### src/hdl/vcoc_consts.svh
// Constants for the oscillator control register bank.
// Assumes an 8-bit register port with a 10-bit address.
`ifndef VCOC_CONSTS_SVH
`define VCOC_CONSTS_SVH

// Register offsets
`define VCOC_OFS_OSC_CTRL 10'h0f3
`define VCOC_OFS_DIV_CTRL 10'h0f4
`define VCOC_OFS_LOOP_FILT 10'h0f5

// Reset values
`define VCOC_RST_OSC_CTRL 8'h00
`define VCOC_RST_DIV_CTRL 8'h00
`define VCOC_RST_LOOP_FILT 8'h00

// Writable bit masks, reserved bits are zero
`define VCOC_MASK_OSC_CTRL 8'h1e
`define VCOC_MASK_DIV_CTRL 8'h0f
`define VCOC_MASK_LOOP_FILT 8'hff

// Oscillator control fields
`define VCOC_BIT_FORCE_REL 4
`define VCOC_BIT_REF_OVR 3
`define VCOC_BIT_MIDSCALE 2
`define VCOC_BIT_CAL 1

// Divider control fields
`define VCOC_BIT_DIV_PD 3
`define VCOC_DIV_CODE_HI 2
`define VCOC_DIV_CODE_LO 0
`define VCOC_DIV_BASE 4'h4

// Loop filter fields
`define VCOC_POLE2_HI 7
`define VCOC_POLE2_LO 6
`define VCOC_ZERO_HI 5
`define VCOC_ZERO_LO 3

// Pole two resistor values in ohms
`define VCOC_POLE2_OHM_0 10'd900
`define VCOC_POLE2_OHM_1 10'd450
`define VCOC_POLE2_OHM_2 10'd300
`define VCOC_POLE2_OHM_3 10'd225

// Zero resistor values in ohms
`define VCOC_ZERO_OHM_0 12'd3250
`define VCOC_ZERO_OHM_1 12'd2750
`define VCOC_ZERO_OHM_2 12'd2250
`define VCOC_ZERO_OHM_3 12'd2100
`define VCOC_ZERO_OHM_4 12'd3000
`define VCOC_ZERO_OHM_5 12'd2500
`define VCOC_ZERO_OHM_6 12'd2000
`define VCOC_ZERO_OHM_7 12'd1850

`endif

### src/hdl/vcoc_pkg.sv
// Types for the oscillator control register bank.
// Assumes nothing beyond a SystemVerilog compiler.
package vcoc_pkg;

  typedef enum logic {
    SYNC_HELD,
    SYNC_FREE
  } vcoc_sync_state_type;

endpackage

### src/hdl/vcoc_osc_div.sv
// Shared oscillator divider, ratio code plus four, with power-down.
// Assumes code and power-down come from flops on the same clock.
`timescale 1ns/1ps
`include "vcoc_consts.svh"

module vcoc_osc_div (
  // Clock and reset
  input wire logic sys_clk,
  input wire logic rst_n,
  // Control
  input wire logic [2:0] div_code,
  input wire logic div_pd,
  // Output
  output logic div_out,
  output logic [3:0] div_ratio
);

  logic [3:0] cnt_q;
  logic [3:0] cnt_d;
  logic div_d;
  logic [3:0] ratio;
  logic wrap;

  assign ratio = `VCOC_DIV_BASE + {1'b0, div_code};
  assign wrap = (cnt_q >= ratio - 4'h1);
  assign cnt_d = div_pd ? 4'h0 : (wrap ? 4'h0 : cnt_q + 4'h1);
  assign div_d = !div_pd && (cnt_d >= ratio - {1'b0, ratio[3:1]});
  assign div_ratio = ratio;

  always_ff @(posedge sys_clk or negedge rst_n) begin
    if (!rst_n) begin
      cnt_q <= 4'h0;
      div_out <= 1'b0;
    end else begin
      cnt_q <= cnt_d;
      div_out <= div_d;
    end
  end

endmodule

### src/hdl/vcoc_top.sv
// Oscillator control register bank: sync release, reference valid,
// midscale, calibration, oscillator divider and loop filter decode.
// Assumes lock and valid indicators arrive asynchronously on pins.
`timescale 1ns/1ps
`include "vcoc_consts.svh"

module vcoc_top
  import vcoc_pkg::*;
#(
  parameter int ADDR_W = 10
) (
  // Clock and reset
  input wire logic sys_clk,
  input wire logic rst_n,
  // Register port
  input wire logic reg_wr_en,
  input wire logic reg_rd_en,
  input wire logic [ADDR_W-1:0] reg_addr,
  input wire logic [7:0] reg_wr_data,
  output logic [7:0] reg_rd_data,
  // Loop indicators from pins
  input wire logic out_synth_lock,
  input wire logic cleanup_osc_valid,
  // Distribution sync
  output logic dist_sync_hold,
  output logic dist_release_pulse,
  // Oscillator controls
  output logic ref_valid,
  output logic vco_midscale,
  output logic cal_start,
  output logic cal_active,
  // Divider
  output logic osc_div_out,
  output logic [3:0] osc_div_ratio,
  output logic osc_div_powered_down,
  // Loop filter
  output logic [9:0] pole_two_resistor_ohms,
  output logic [11:0] zero_resistor_value_ohms
);

  // Register storage
  logic [7:0] ctrl_q;
  logic [7:0] div_q;
  logic [7:0] filt_q;

  // Address decode
  logic sel_ctrl;
  logic sel_div;
  logic sel_filt;
  logic wr_ctrl;
  logic wr_div;
  logic wr_filt;
  logic [7:0] rd_mux;

  assign sel_ctrl = (reg_addr == `VCOC_OFS_OSC_CTRL);
  assign sel_div = (reg_addr == `VCOC_OFS_DIV_CTRL);
  assign sel_filt = (reg_addr == `VCOC_OFS_LOOP_FILT);
  assign wr_ctrl = reg_wr_en && sel_ctrl;
  assign wr_div = reg_wr_en && sel_div;
  assign wr_filt = reg_wr_en && sel_filt;
  assign rd_mux = sel_ctrl ? ctrl_q :
                  sel_div ? div_q :
                  sel_filt ? filt_q : 8'h00;

  // Register writes, reserved bits masked off
  always_ff @(posedge sys_clk or negedge rst_n) begin
    if (!rst_n) begin
      ctrl_q <= `VCOC_RST_OSC_CTRL;
      div_q <= `VCOC_RST_DIV_CTRL;
      filt_q <= `VCOC_RST_LOOP_FILT;
    end else begin
      if (wr_ctrl) begin
        ctrl_q <= reg_wr_data & `VCOC_MASK_OSC_CTRL;
      end
      if (wr_div) begin
        div_q <= reg_wr_data & `VCOC_MASK_DIV_CTRL;
      end
      if (wr_filt) begin
        filt_q <= reg_wr_data & `VCOC_MASK_LOOP_FILT;
      end
    end
  end

  // Read data
  always_ff @(posedge sys_clk or negedge rst_n) begin
    if (!rst_n) begin
      reg_rd_data <= 8'h00;
    end else if (reg_rd_en) begin
      reg_rd_data <= rd_mux;
    end
  end

  // Field views
  logic force_rel;
  logic ref_ovr;
  logic cal_bit;

  assign force_rel = ctrl_q[`VCOC_BIT_FORCE_REL];
  assign ref_ovr = ctrl_q[`VCOC_BIT_REF_OVR];
  assign cal_bit = ctrl_q[`VCOC_BIT_CAL];

  // Pin synchronisers, bit 1 lock, bit 0 cleanup indicator
  logic [1:0] pin_meta_q;
  logic [1:0] pin_sync_q;
  logic lock_s;
  logic ind_s;

  always_ff @(posedge sys_clk or negedge rst_n) begin
    if (!rst_n) begin
      pin_meta_q <= 2'b00;
      pin_sync_q <= 2'b00;
    end else begin
      pin_meta_q <= {out_synth_lock, cleanup_osc_valid};
      pin_sync_q <= pin_meta_q;
    end
  end

  assign lock_s = pin_sync_q[1];
  assign ind_s = pin_sync_q[0];

  // Distribution sync release
  vcoc_sync_state_type state_q;
  vcoc_sync_state_type state_d;
  logic release_now;

  assign release_now = (state_q == SYNC_HELD) && (lock_s || force_rel);

  always_comb begin
    state_d = state_q;
    case (state_q)
      SYNC_HELD: begin
        if (release_now) begin
          state_d = SYNC_FREE;
        end
      end
      SYNC_FREE: begin
        state_d = SYNC_FREE;
      end
      default: begin
        state_d = SYNC_HELD;
      end
    endcase
  end

  always_ff @(posedge sys_clk or negedge rst_n) begin
    if (!rst_n) begin
      state_q <= SYNC_HELD;
      dist_release_pulse <= 1'b0;
    end else begin
      state_q <= state_d;
      dist_release_pulse <= release_now;
    end
  end

  assign dist_sync_hold = (state_q == SYNC_HELD);

  // Reference valid, midscale and calibration
  always_ff @(posedge sys_clk or negedge rst_n) begin
    if (!rst_n) begin
      ref_valid <= 1'b0;
      vco_midscale <= 1'b0;
      cal_start <= 1'b0;
    end else begin
      ref_valid <= ref_ovr || ind_s;
      vco_midscale <= ctrl_q[`VCOC_BIT_MIDSCALE];
      cal_start <= wr_ctrl && reg_wr_data[`VCOC_BIT_CAL]
        && !cal_bit;
    end
  end

  assign cal_active = cal_bit;

  // Oscillator divider
  vcoc_osc_div u_div (
    .sys_clk(sys_clk),
    .rst_n(rst_n),
    .div_code(div_q[`VCOC_DIV_CODE_HI:`VCOC_DIV_CODE_LO]),
    .div_pd(div_q[`VCOC_BIT_DIV_PD]),
    .div_out(osc_div_out),
    .div_ratio(osc_div_ratio)
  );

  assign osc_div_powered_down = div_q[`VCOC_BIT_DIV_PD];

  // Loop filter decode
  function automatic logic [9:0] pole2_ohms(input logic [1:0] code);
    case (code)
      2'h0: pole2_ohms = `VCOC_POLE2_OHM_0;
      2'h1: pole2_ohms = `VCOC_POLE2_OHM_1;
      2'h2: pole2_ohms = `VCOC_POLE2_OHM_2;
      default: pole2_ohms = `VCOC_POLE2_OHM_3;
    endcase
  endfunction

  function automatic logic [11:0] zero_ohms(input logic [2:0] code);
    case (code)
      3'h0: zero_ohms = `VCOC_ZERO_OHM_0;
      3'h1: zero_ohms = `VCOC_ZERO_OHM_1;
      3'h2: zero_ohms = `VCOC_ZERO_OHM_2;
      3'h3: zero_ohms = `VCOC_ZERO_OHM_3;
      3'h4: zero_ohms = `VCOC_ZERO_OHM_4;
      3'h5: zero_ohms = `VCOC_ZERO_OHM_5;
      3'h6: zero_ohms = `VCOC_ZERO_OHM_6;
      default: zero_ohms = `VCOC_ZERO_OHM_7;
    endcase
  endfunction

  logic [1:0] pole2_code;
  logic [2:0] zero_code;

  assign pole2_code = filt_q[`VCOC_POLE2_HI:`VCOC_POLE2_LO];
  assign zero_code = filt_q[`VCOC_ZERO_HI:`VCOC_ZERO_LO];

  always_ff @(posedge sys_clk or negedge rst_n) begin
    if (!rst_n) begin
      pole_two_resistor_ohms <= `VCOC_POLE2_OHM_0;
      zero_resistor_value_ohms <= `VCOC_ZERO_OHM_0;
    end else begin
      pole_two_resistor_ohms <= pole2_ohms(pole2_code);
      zero_resistor_value_ohms <= zero_ohms(zero_code);
    end
  end
endmodule

### config.mk
export PLATFORM = sky130hd
export DESIGN_NAME = vcoc_top
export DESIGN_NICKNAME = d
export VERILOG_FILES = /design/src/hdl/vcoc_pkg.sv /design/src/hdl/vcoc_osc_div.sv /design/src/hdl/vcoc_top.sv
export VERILOG_INCLUDE_DIRS = /design/src /design/src/hdl
export SDC_FILE = /design/constraint.sdc
export NUM_CORES = 1
export LEC_CHECK = 0
export ABC_AREA = 1
export BUFFER_PORTS_ARGS = -buffer_cell sky130_fd_sc_hd__buf_2
export CORE_ASPECT_RATIO = 1.1
export CORE_MARGIN = 10
export CORE_UTILIZATION = 47
export DETAILED_ROUTE_END_ITERATION = 6
export GPL_TIMING_DRIVEN = 0
export PLACE_DENSITY = 0.72
export RECOVER_POWER = 50
export SLEW_MARGIN = 20
export SYNTH_ARGS = -nofsm -noshare
export SYNTH_HDL_FRONTEND = slang
export SYNTH_SLANG_ARGS = --single-unit
### constraint.sdc
create_clock -name sys_clk -period 2.4 [get_ports sys_clk]
set_clock_uncertainty 0.1 [all_clocks]
set_input_delay 0.72 -clock sys_clk [delete_from_list [all_inputs] [get_ports sys_clk]]
set_output_delay 0.72 -clock sys_clk [all_outputs]
set_load 0.02 [all_outputs]
Word level (Yosys, flattened, before mapping). Index checks and enable logic that the tools add are counted. W data, S select, Z words.

Register bits after elaboration: 60. Output and inout port bits: 42.

Eq/ne operators: 11. Reductions and logical operators: 13. Bitwise operators: 1. Add/sub/neg operators: 4. Mux-type cells: 9. $lt $le $gt $ge: 2.

Operator list (number): $pmux W12 S7 (1); $eq A10 B8 Y1 const B (3); $pmux W10 S3 (1); $mux W8 (3); $eq A3 B3 Y1 const B (3); $ge A4 B4 Y1 (2); $mux W4 (2); $logic_and A1 B1 Y1 (7); $eq A3 B2 Y1 const B (2); $add A3 B3 Y4 const A (1); $add A4 B1 Y4 const B (1); $sub A4 B1 Y4 const B (1); $sub A4 B3 Y4 (1); $eq A3 B1 Y1 const B (1); $logic_not A3 Y1 (1); $eq A2 B1 Y1 const B (1); $eq A2 B2 Y1 const B (1); $logic_not A1 Y1 (2); $logic_not A2 Y1 (1); $logic_or A1 B1 Y1 (2); $pmux W1 S2 (1); $mux W1 (1); $not A1 Y1 (1).

Depth between registers and ports, before layout. Gate-level depths: netlist of the first run.

Depth in word-level cells: 7. Mapped depth: 17. Gate-level depth less buffers: 17.

Cells and area by module. A second synthesis of the first run with hierarchy kept.

Cells, all modules: 289. Area total of the unflattened synthesis: 2701.3 sq um.

By module, submodules not included: vcoc_top (instances 1, cells an instance 219, area an instance 2172.1 sq um); vcoc_osc_div (instances 1, cells an instance 70, area an instance 529.3 sq um).

Worst setup path before layout of the first run. Ideal clock, no wire load.

Path type: reg-to-reg. Start: reg div_q[1]. End: reg u_div.div_out. Slack: -333 ps. Required time: 2182 ps. Stages on the path, launching flop included: 17. Arrival: 2516 ps. Period minus slack after synthesis: 2733 ps. Buffers on the path: 0. Library setup time: 118 ps. Path through: dfrtp_1 inv_1 ha_1 nand2_1 nand2_1 xor2_1 ha_1 a21o_1 nor2_1 nand2_1 nor2_1 ha_1 a21boi_0 o21ai_0 nand2_1 nand2_1 nand2_1.

Longest elaborated chain between the ends: 7.

RTL lines: start, declared (RTL line vcoc_top.sv:43) `logic [7:0] div_q;`; start signal, assigned (RTL line vcoc_top.sv:69) `` div_q <= `VCOC_RST_DIV_CTRL; ``; start signal, assigned (RTL line vcoc_top.sv:76) `` div_q <= reg_wr_data & `VCOC_MASK_DIV_CTRL; ``; $add A3 B3 Y4 (no line); $sub A4 B1 Y4 (RTL line vcoc_osc_div.sv:25) `assign wrap = (cnt_q >= ratio - 4'h1);`; $ge A4 B4 Y1 (RTL line vcoc_osc_div.sv:25); $mux W4 (2 in series) (RTL line vcoc_osc_div.sv:26) `assign cnt_d = div_pd ? 4'h0 : (wrap ? 4'h0 : cnt_q + 4'h1);`; via u_div.cnt_d[1] (RTL line vcoc_osc_div.sv:19) `logic [3:0] cnt_d;`; $ge A4 B4 Y1 (RTL line vcoc_osc_div.sv:27) `assign div_d = !div_pd && (cnt_d >= ratio - {1'b0, ratio[3:1]});`; $logic_and A1 B1 Y1 (RTL line vcoc_osc_div.sv:27); via u_div.div_d (RTL line vcoc_osc_div.sv:20) `logic div_d;`; end signal, assigned (RTL line vcoc_osc_div.sv:36) `div_out <= div_d;`; end, declared (RTL line vcoc_osc_div.sv:14) `output logic div_out,`.

The timed path passes the listed nets, and every way through them passes these cells. A chain may end at the register's enable or synchronous reset.

Worst setup path after layout of the first run.
Start: reg div_q[2]. End: reg u_div.div_out.

Same word-level chain as after synthesis.

==> results.sh, run 1 <==
export IMPL_status="finished, violations left"
export IMPL_violations="negative setup slack"
export IMPL_dr_pass1_iters=4
export IMPL_antennaDiodeCount=0
export IMPL_endpoint_kind="register"
export IMPL_final_setup_viol_count=1
export IMPL_max_stage_delay_ps=440
export IMPL_muxShareOfSynthArea_pct=0
export IMPL_yosysSeqAreaShare_pct=55.6
export IMPL_min_from="pin_meta_q[0]$_DFF_PN0_"
export IMPL_setup_ws_ps=-216
export IMPL_slew_headroom_pct=9.36
export IMPL_synth_top_family_by_area="simple AND/OR/NAND/NOR gates"
export IMPL_ys_top_cells_by_count="54 x nand2_1, 49 x inv_1, 48 x dfrtp_1, 17 x nor2_1, 13 x o21ai_0"
export IMPL_htreeDepth=3
export IMPL_leakagePower_nw=1.77
export IMPL_post_drt_via_cell_ratio=4.65
export IMPL_placed_cells=416
export IMPL_drc=0
export IMPL_r2r_end="u_div.div_out$_DFF_PN0_"
export IMPL_cts_tree="built"
export IMPL_synth_largest_area_cell="dfrtp_1"
export IMPL_synth_area_top_cells="dfrtp_1 46%, dfstp_2 10%, nand2_1 7.7%"
export IMPL_rr_worst_depth=15
export IMPL_netlist_area_mm2=0.00264
export IMPL_yosysTopAreaCellShare_pct=45.6
export IMPL_yosysMostFrequentCell="nand2_1"
export IMPL_die_x_um=91.4
export IMPL_worstPathMaxFanout=4
export IMPL_crit_family="adder cells"
export IMPL_routed_wire_length_per_instance_um=13.2
export IMPL_grt_ovfl_total=0
export IMPL_rr_startpoint="div_q[2]$_DFFE_PN0P_"
export IMPL_hold_path_class="register to register"
export IMPL_start_util_pct=48.8
export IMPL_synth_adder_area_share_pct=6.46
export IMPL_synthArstFlopShare_pct=100
export IMPL_syn_area_per_cell_um2=9.51
export IMPL_grt_first_pass_wirelength_um=9590
export IMPL_place_ws_ps=-306
export IMPL_detail_route_antenna_nets=0
export IMPL_root_buffer="clkbuf_8"
export IMPL_worst_pin_slew_ps=1360
export IMPL_fillers=495
export IMPL_drtIter0Drc=89
export IMPL_fin_cells=437
export IMPL_synthSimpleGateAreaFrac_pct=19.5
export IMPL_synth_seq_cells=58
export IMPL_min_period_ps=2620
export IMPL_final_area_mm2=0.00333
export IMPL_synth_edf_count=0
export IMPL_place_congestion=0.800
export IMPL_ys_flop_type="dfrtp_1"
export IMPL_maxCapViolations=0
export IMPL_numCtsBuffers=9
export IMPL_crit_path_start_kind="register"
export IMPL_ys_types=33
export IMPL_hold_end="pin_sync_q[0]$_DFF_PN0_"
export IMPL_vias=2032
export IMPL_fmax_mhz=382
export IMPL_cts_sinks=58
export IMPL_fin_setup_tns_ps=-216
export IMPL_synthXorXnorAreaFrac_pct=1.66
export IMPL_wl_um=5760
export IMPL_grt_pass1_vias=2091
export IMPL_num_rows=28
export IMPL_critPathSlowestCell="dfrtp_2"
export IMPL_worstPathRequired_ps=2520
export IMPL_final_nets=394
export IMPL_final_layout_size_suffix_gt1_share_pct=35.4
export IMPL_track_usage_pct=13.2
export IMPL_peakVddDrop_uv=388
export IMPL_fin_crit_sh_pct=109
export IMPL_dieArea_mm2=0.00900
export IMPL_clk_latency_ps=330
export IMPL_grt_setup_unrepaired="yes"
export IMPL_maxSlewViolCount=0
export IMPL_crit_chain="ha_4 > nand2_1 > nand2_1 > xor2_1 > ha_1 > a21o_1 > nor2_4 > nand2_2 > nor2_4 > ha_4 > a21boi_1 > o21ai_1 > nand2_1 > nand2_1 > nand2_1"
export IMPL_synth_cells=277
export IMPL_synth_compound_area_share_pct=7.41
export IMPL_min_path_cells=0
export IMPL_die_h_um=98.5
export IMPL_dp_hpwl_um=4350
export IMPL_hold_buffers=0
export IMPL_crit_buf_inv=0
export IMPL_dpl_cell_area_mm2=0.00306
export IMPL_path_clk_slew_ps=60
export IMPL_cts_buffer_depth=2
export IMPL_cpMostUsedCell="nand2_1"
export IMPL_arrival_ps=2740
export IMPL_grt_max_degree=59
export IMPL_reg2reg_slack_ps=-220
export IMPL_power_density_mw_per_mm2=601
export IMPL_hold_violations=0
export IMPL_ios=66
export IMPL_core_mm2=0.00540
export IMPL_ys_warn_count=0
export IMPL_crit_type="register to register"
export IMPL_io_buffers=63
export IMPL_antenna_found_initial=0
export IMPL_area_growth_syn_to_layout_pct=26.4
-- kinds of logic (layout without fill, tap and decap cells) --
group | Yosys count | in the layout
adders and majority gates | 13 | 13
other | 1 | 2
xor gates and xnor gates | 5 | 5
AOI/OAI and AO/OA | 32 | 32
buffers and inverters | 61 | 145
and+or+nand+nor | 107 | 107
DFF | 58 | 58
-- sequential cells by signal (all words and copies together) (netlist names) --
register	count
vco_midscale	1
cal_start	1
ctrl_q	4
reg_rd_data	8
state_q	1
u_div.div_out	1
pin_sync_q	2
zero_resistor_value_ohms	11
pole_two_resistor_ohms	9
pin_meta_q	2
filt_q	8
div_q	4
u_div.cnt_q	4
ref_valid	1
dist_release_pulse	1
-- stage by stage --
stage	power [W]	util (%)	hold WS, ps
after floorplan	0.00109	-	231
after global routing	0.00209	61.7	263
after detailed placement	0.00115	56.6	236
final	0.00200	61.7	249
after global placement	0.00115	56.6	233
after CTS	0.00202	60.7	251
-- cells in the final DEF, fill, tap and decap left out, types with 2 or more instances in the layout --
| cell | n |
|---|---|
| nand3_2 | 2 |
| nand2_1 | 53 |
| dfrtp_1 | 46 |
| nor2_2 | 3 |
| ha_1 | 10 |
| clkbuf_1 | 8 |
| dfstp_2 | 10 |
| nor2_1 | 15 |
| buf_2 | 63 |
| o21ai_2 | 8 |
| a21oi_1 | 4 |
| o21ai_0 | 12 |
| buf_4 | 7 |
| nor2_4 | 5 |
| clkbuf_8 | 10 |
| nand3_1 | 9 |
| xor2_1 | 4 |
| o21ai_1 | 5 |
| nand2_2 | 4 |
| conb_1 | 2 |
| clkinv_2 | 2 |
| inv_1 | 47 |
| ha_4 | 2 |
| dfrtp_2 | 2 |
| nand4_1 | 12 |
| inv_2 | 2 |
-- report_power, final --
part	leakage, nW	switching [W]	internal [W]
Combinational	0.967	0.0000927	0.0000433
Sequential	0.709	0.00000762	0.000996
Clock	0.0974	0.000357	0.000505
-- worst max-delay path by stage --
stage	to	startpoint	slack [ps]	cells after the start
floorplan	u_div.div_out$_DFF_PN0_	div_q[1]$_DFFE_PN0P_	-110	16
global placement	u_div.div_out$_DFF_PN0_	div_q[1]$_DFFE_PN0P_	-220	16
detailed placement	u_div.div_out$_DFF_PN0_	div_q[1]$_DFFE_PN0P_	-310	16
CTS	u_div.div_out$_DFF_PN0_	div_q[1]$_DFFE_PN0P_	-220	16
global route	u_div.div_out$_DFF_PN0_	div_q[2]$_DFFE_PN0P_	-300	15
finish	u_div.div_out$_DFF_PN0_	div_q[2]$_DFFE_PN0P_	-220	15
-- what timing repair did --
action,in CTS,in global routing
pin swaps,2,10
gates resized for setup,1,11
setup buffers,4,1
endpoints found under the setup margin,1,1
-- routing by layer --
layer,global-route usage [%],vias up,routed length (um)
met5,0,-,0
met4,6.63,0,174
met3,6.30,13,478
met2,20.2,69,2550
met1,15.1,932,2560
li1,-,1018,-
-- area by class of cell --
cell class / instances / area (um2) / area share (%)
sequential: 58 / 1470 / 44.0
multi-input combinational: 159 / 981 / 29.5
timing repair buffer: 68 / 353 / 10.6
inverter: 51 / 194 / 5.82
clock buffer: 13 / 149 / 4.47
tap: 75 / 93.8 / 2.82
buffer: 10 / 53.8 / 1.62
clock inverter: 3 / 40.0 / 1.20
(Power assumes the default switching activity.)
==> inputs of run 2 (changes only) <==
--- a/config.mk
+++ b/config.mk
@@ -13,6 +13,7 @@
 export CORE_UTILIZATION = 47
 export DETAILED_ROUTE_END_ITERATION = 6
 export GPL_TIMING_DRIVEN = 0
+export MAX_ROUTING_LAYER = met4
 export PLACE_DENSITY = 0.72
 export RECOVER_POWER = 50
 export SLEW_MARGIN = 20
==> results.sh, run 2 (synthesis results as in run 1) <==
export IMPL_status="finished, violations left"
export IMPL_violations="negative setup slack"
export IMPL_largest_register="zero_resistor_value_ohms"
export IMPL_final_common_cell="buf_2"
export IMPL_reg2reg_slack_ps=-210
export IMPL_hold_violations=0
export IMPL_worstPathRequired_ps=2520
export IMPL_numCtsBuffers=9
export IMPL_clk_latency_ps=330
export IMPL_routed_wire_length_per_instance_um=13.2
export IMPL_hold_buffers=0
export IMPL_cts_sinks=58
export IMPL_die_x_um=91.4
export IMPL_dp_hpwl_um=4350
export IMPL_dpl_cell_area_mm2=0.00306
export IMPL_largestRegisters="zero_resistor_value_ohms x11, pole_two_resistor_ohms x9"
export IMPL_drtIter0Drc=90
export IMPL_cts_buffer_depth=2
export IMPL_utilization_pct=61.9
export IMPL_detail_route_antenna_nets=0
export IMPL_globalRouteMet1Util_pct=15.4
export IMPL_final_nets=395
export IMPL_arrival_ps=2730
export IMPL_post_drt_via_cell_ratio=4.68
export IMPL_num_rows=28
export IMPL_dieArea_mm2=0.00900
export IMPL_worstPathMaxFanout=4
export IMPL_drc=0
export IMPL_leakagePower_nw=1.78
export IMPL_place_congestion=0.812
export IMPL_fin_hold_ws_ps=249
export IMPL_final_area_mm2=0.00334
export IMPL_peakVddDrop_uv=388
export IMPL_track_usage_pct=13.6
export IMPL_cts_tree="built"
export IMPL_vias=2048
export IMPL_hold_path_class="register to register"
export IMPL_fillers=496
export IMPL_dr_pass1_iters=4
export IMPL_fin_setup_tns_ps=-212
export IMPL_place_ws_ps=-306
export IMPL_min_period_ps=2610
export IMPL_ios=66
export IMPL_area_growth_syn_to_layout_pct=26.7
export IMPL_grt_max_degree=59
export IMPL_maxCapViolations=0
export IMPL_largest_reg_flops=11
export IMPL_fin_crit_sh_pct=109
export IMPL_endpoint_kind="register"
export IMPL_wl_um=5760
export IMPL_power_density_mw_per_mm2=599
export IMPL_io_buffers=63
export IMPL_slew_headroom_pct=10.0
export IMPL_final_setup_viol_count=1
export IMPL_final_cell_mix="63 x buf_2, 53 x nand2_1, 47 x inv_1"
export IMPL_root_buffer="clkbuf_8"
export IMPL_met3_usage_pct=6.07
export IMPL_htreeDepth=3
export IMPL_setup_ws_ps=-212
export IMPL_fmax_mhz=383
export IMPL_core_mm2=0.00540
export IMPL_final_layout_size_suffix_gt1_share_pct=35.5
export IMPL_grtUsageMet2_pct=20.2
export IMPL_crit_type="register to register"
export IMPL_grt_setup_unrepaired="yes"
export IMPL_grt_first_pass_wirelength_um=9620
export IMPL_start_util_pct=48.8
export IMPL_gr_max_usage_layer="met2"
export IMPL_antenna_found_initial=0
export IMPL_path_clk_slew_ps=60
export IMPL_worst_pin_slew_ps=1350
export IMPL_maxSlewViolCount=0
export IMPL_crit_path_start_kind="register"
export IMPL_grt_pass1_vias=2087
export IMPL_antennaDiodeCount=0
export IMPL_grt_ovfl_total=0
export IMPL_die_h_um=98.5
-- run 2: cell count changes in the layout (fill, tap and decap cells not counted), sizes merged --
| cell | delta |
|---|---|
| buf | +1 |
-- run 2: repair_timing --
action | CTS | global route
buffers inserted | 4 | 2
setup endpoints to repair | 1 | 1
resized for setup | 1 | 11
pin swaps | 2 | 10
gates cloned | 0 | 0
-- run 2: final cells by class --
class / count / area, um2 / area share [%]
Buffer: 10 / 53.8 / 1.61
Timing Repair Buffer: 69 / 360 / 10.8
Sequential cell: 58 / 1470 / 43.9
Multi-Input combinational cell: 159 / 981 / 29.4
Clock inverter: 3 / 40.0 / 1.20
Tap cell: 75 / 93.8 / 2.81
Clock buffer: 13 / 149 / 4.46
Inverter: 51 / 194 / 5.81
-- run 2: layer usage --
layer	part of all wire [%]	wire length [um]
met5	0	0
met4	2.4	136
met3	8.0	458
met2	45	2570
met1	45	2590
-- run 2: worst paths after layout --
path / from / end / cells after the start
max: div_q[2]$_DFFE_PN0P_ / u_div.div_out$_DFF_PN0_ / 15
min: pin_meta_q[0]$_DFF_PN0_ / pin_sync_q[0]$_DFF_PN0_ / 0
max reg2reg: div_q[2]$_DFFE_PN0P_ / u_div.div_out$_DFF_PN0_ / 15
min reg2reg: pin_meta_q[0]$_DFF_PN0_ / pin_sync_q[0]$_DFF_PN0_ / 0
max in group asynchronous: rst_n / div_q[1]$_DFFE_PN0P_ / 1
min in group asynchronous: rst_n / zero_resistor_value_ohms[6]$_DFF_PN0_ / 1
-- run 2: power by group --
part	internal (W)	switching [W]	total, W
registers	0.000996	0.00000760	0.00100
logic	0.0000434	0.0000927	0.000136
clock network	0.000505	0.000355	0.000860
-- run 2: stage by stage --
step	total power (W)	cells
after floorplan	0.00109	278
after global placement	0.00115	416
after detailed placement	0.00115	416
after CTS	0.00202	436
after global routing	0.00209	438
final	0.00200	438
-- run 2: critical path, stage by stage, from the launching register on --
cell,delay (ps)
dfrtp_2,440
ha_4,160
nand2_1,50
nand2_1,60
xor2_1,170
ha_1,310
a21o_1,210
nor2_4,120
nand2_2,90
nor2_4,140
ha_4,200
a21boi_1,120
o21ai_1,140
nand2_1,70
nand2_1,60
nand2_1,60
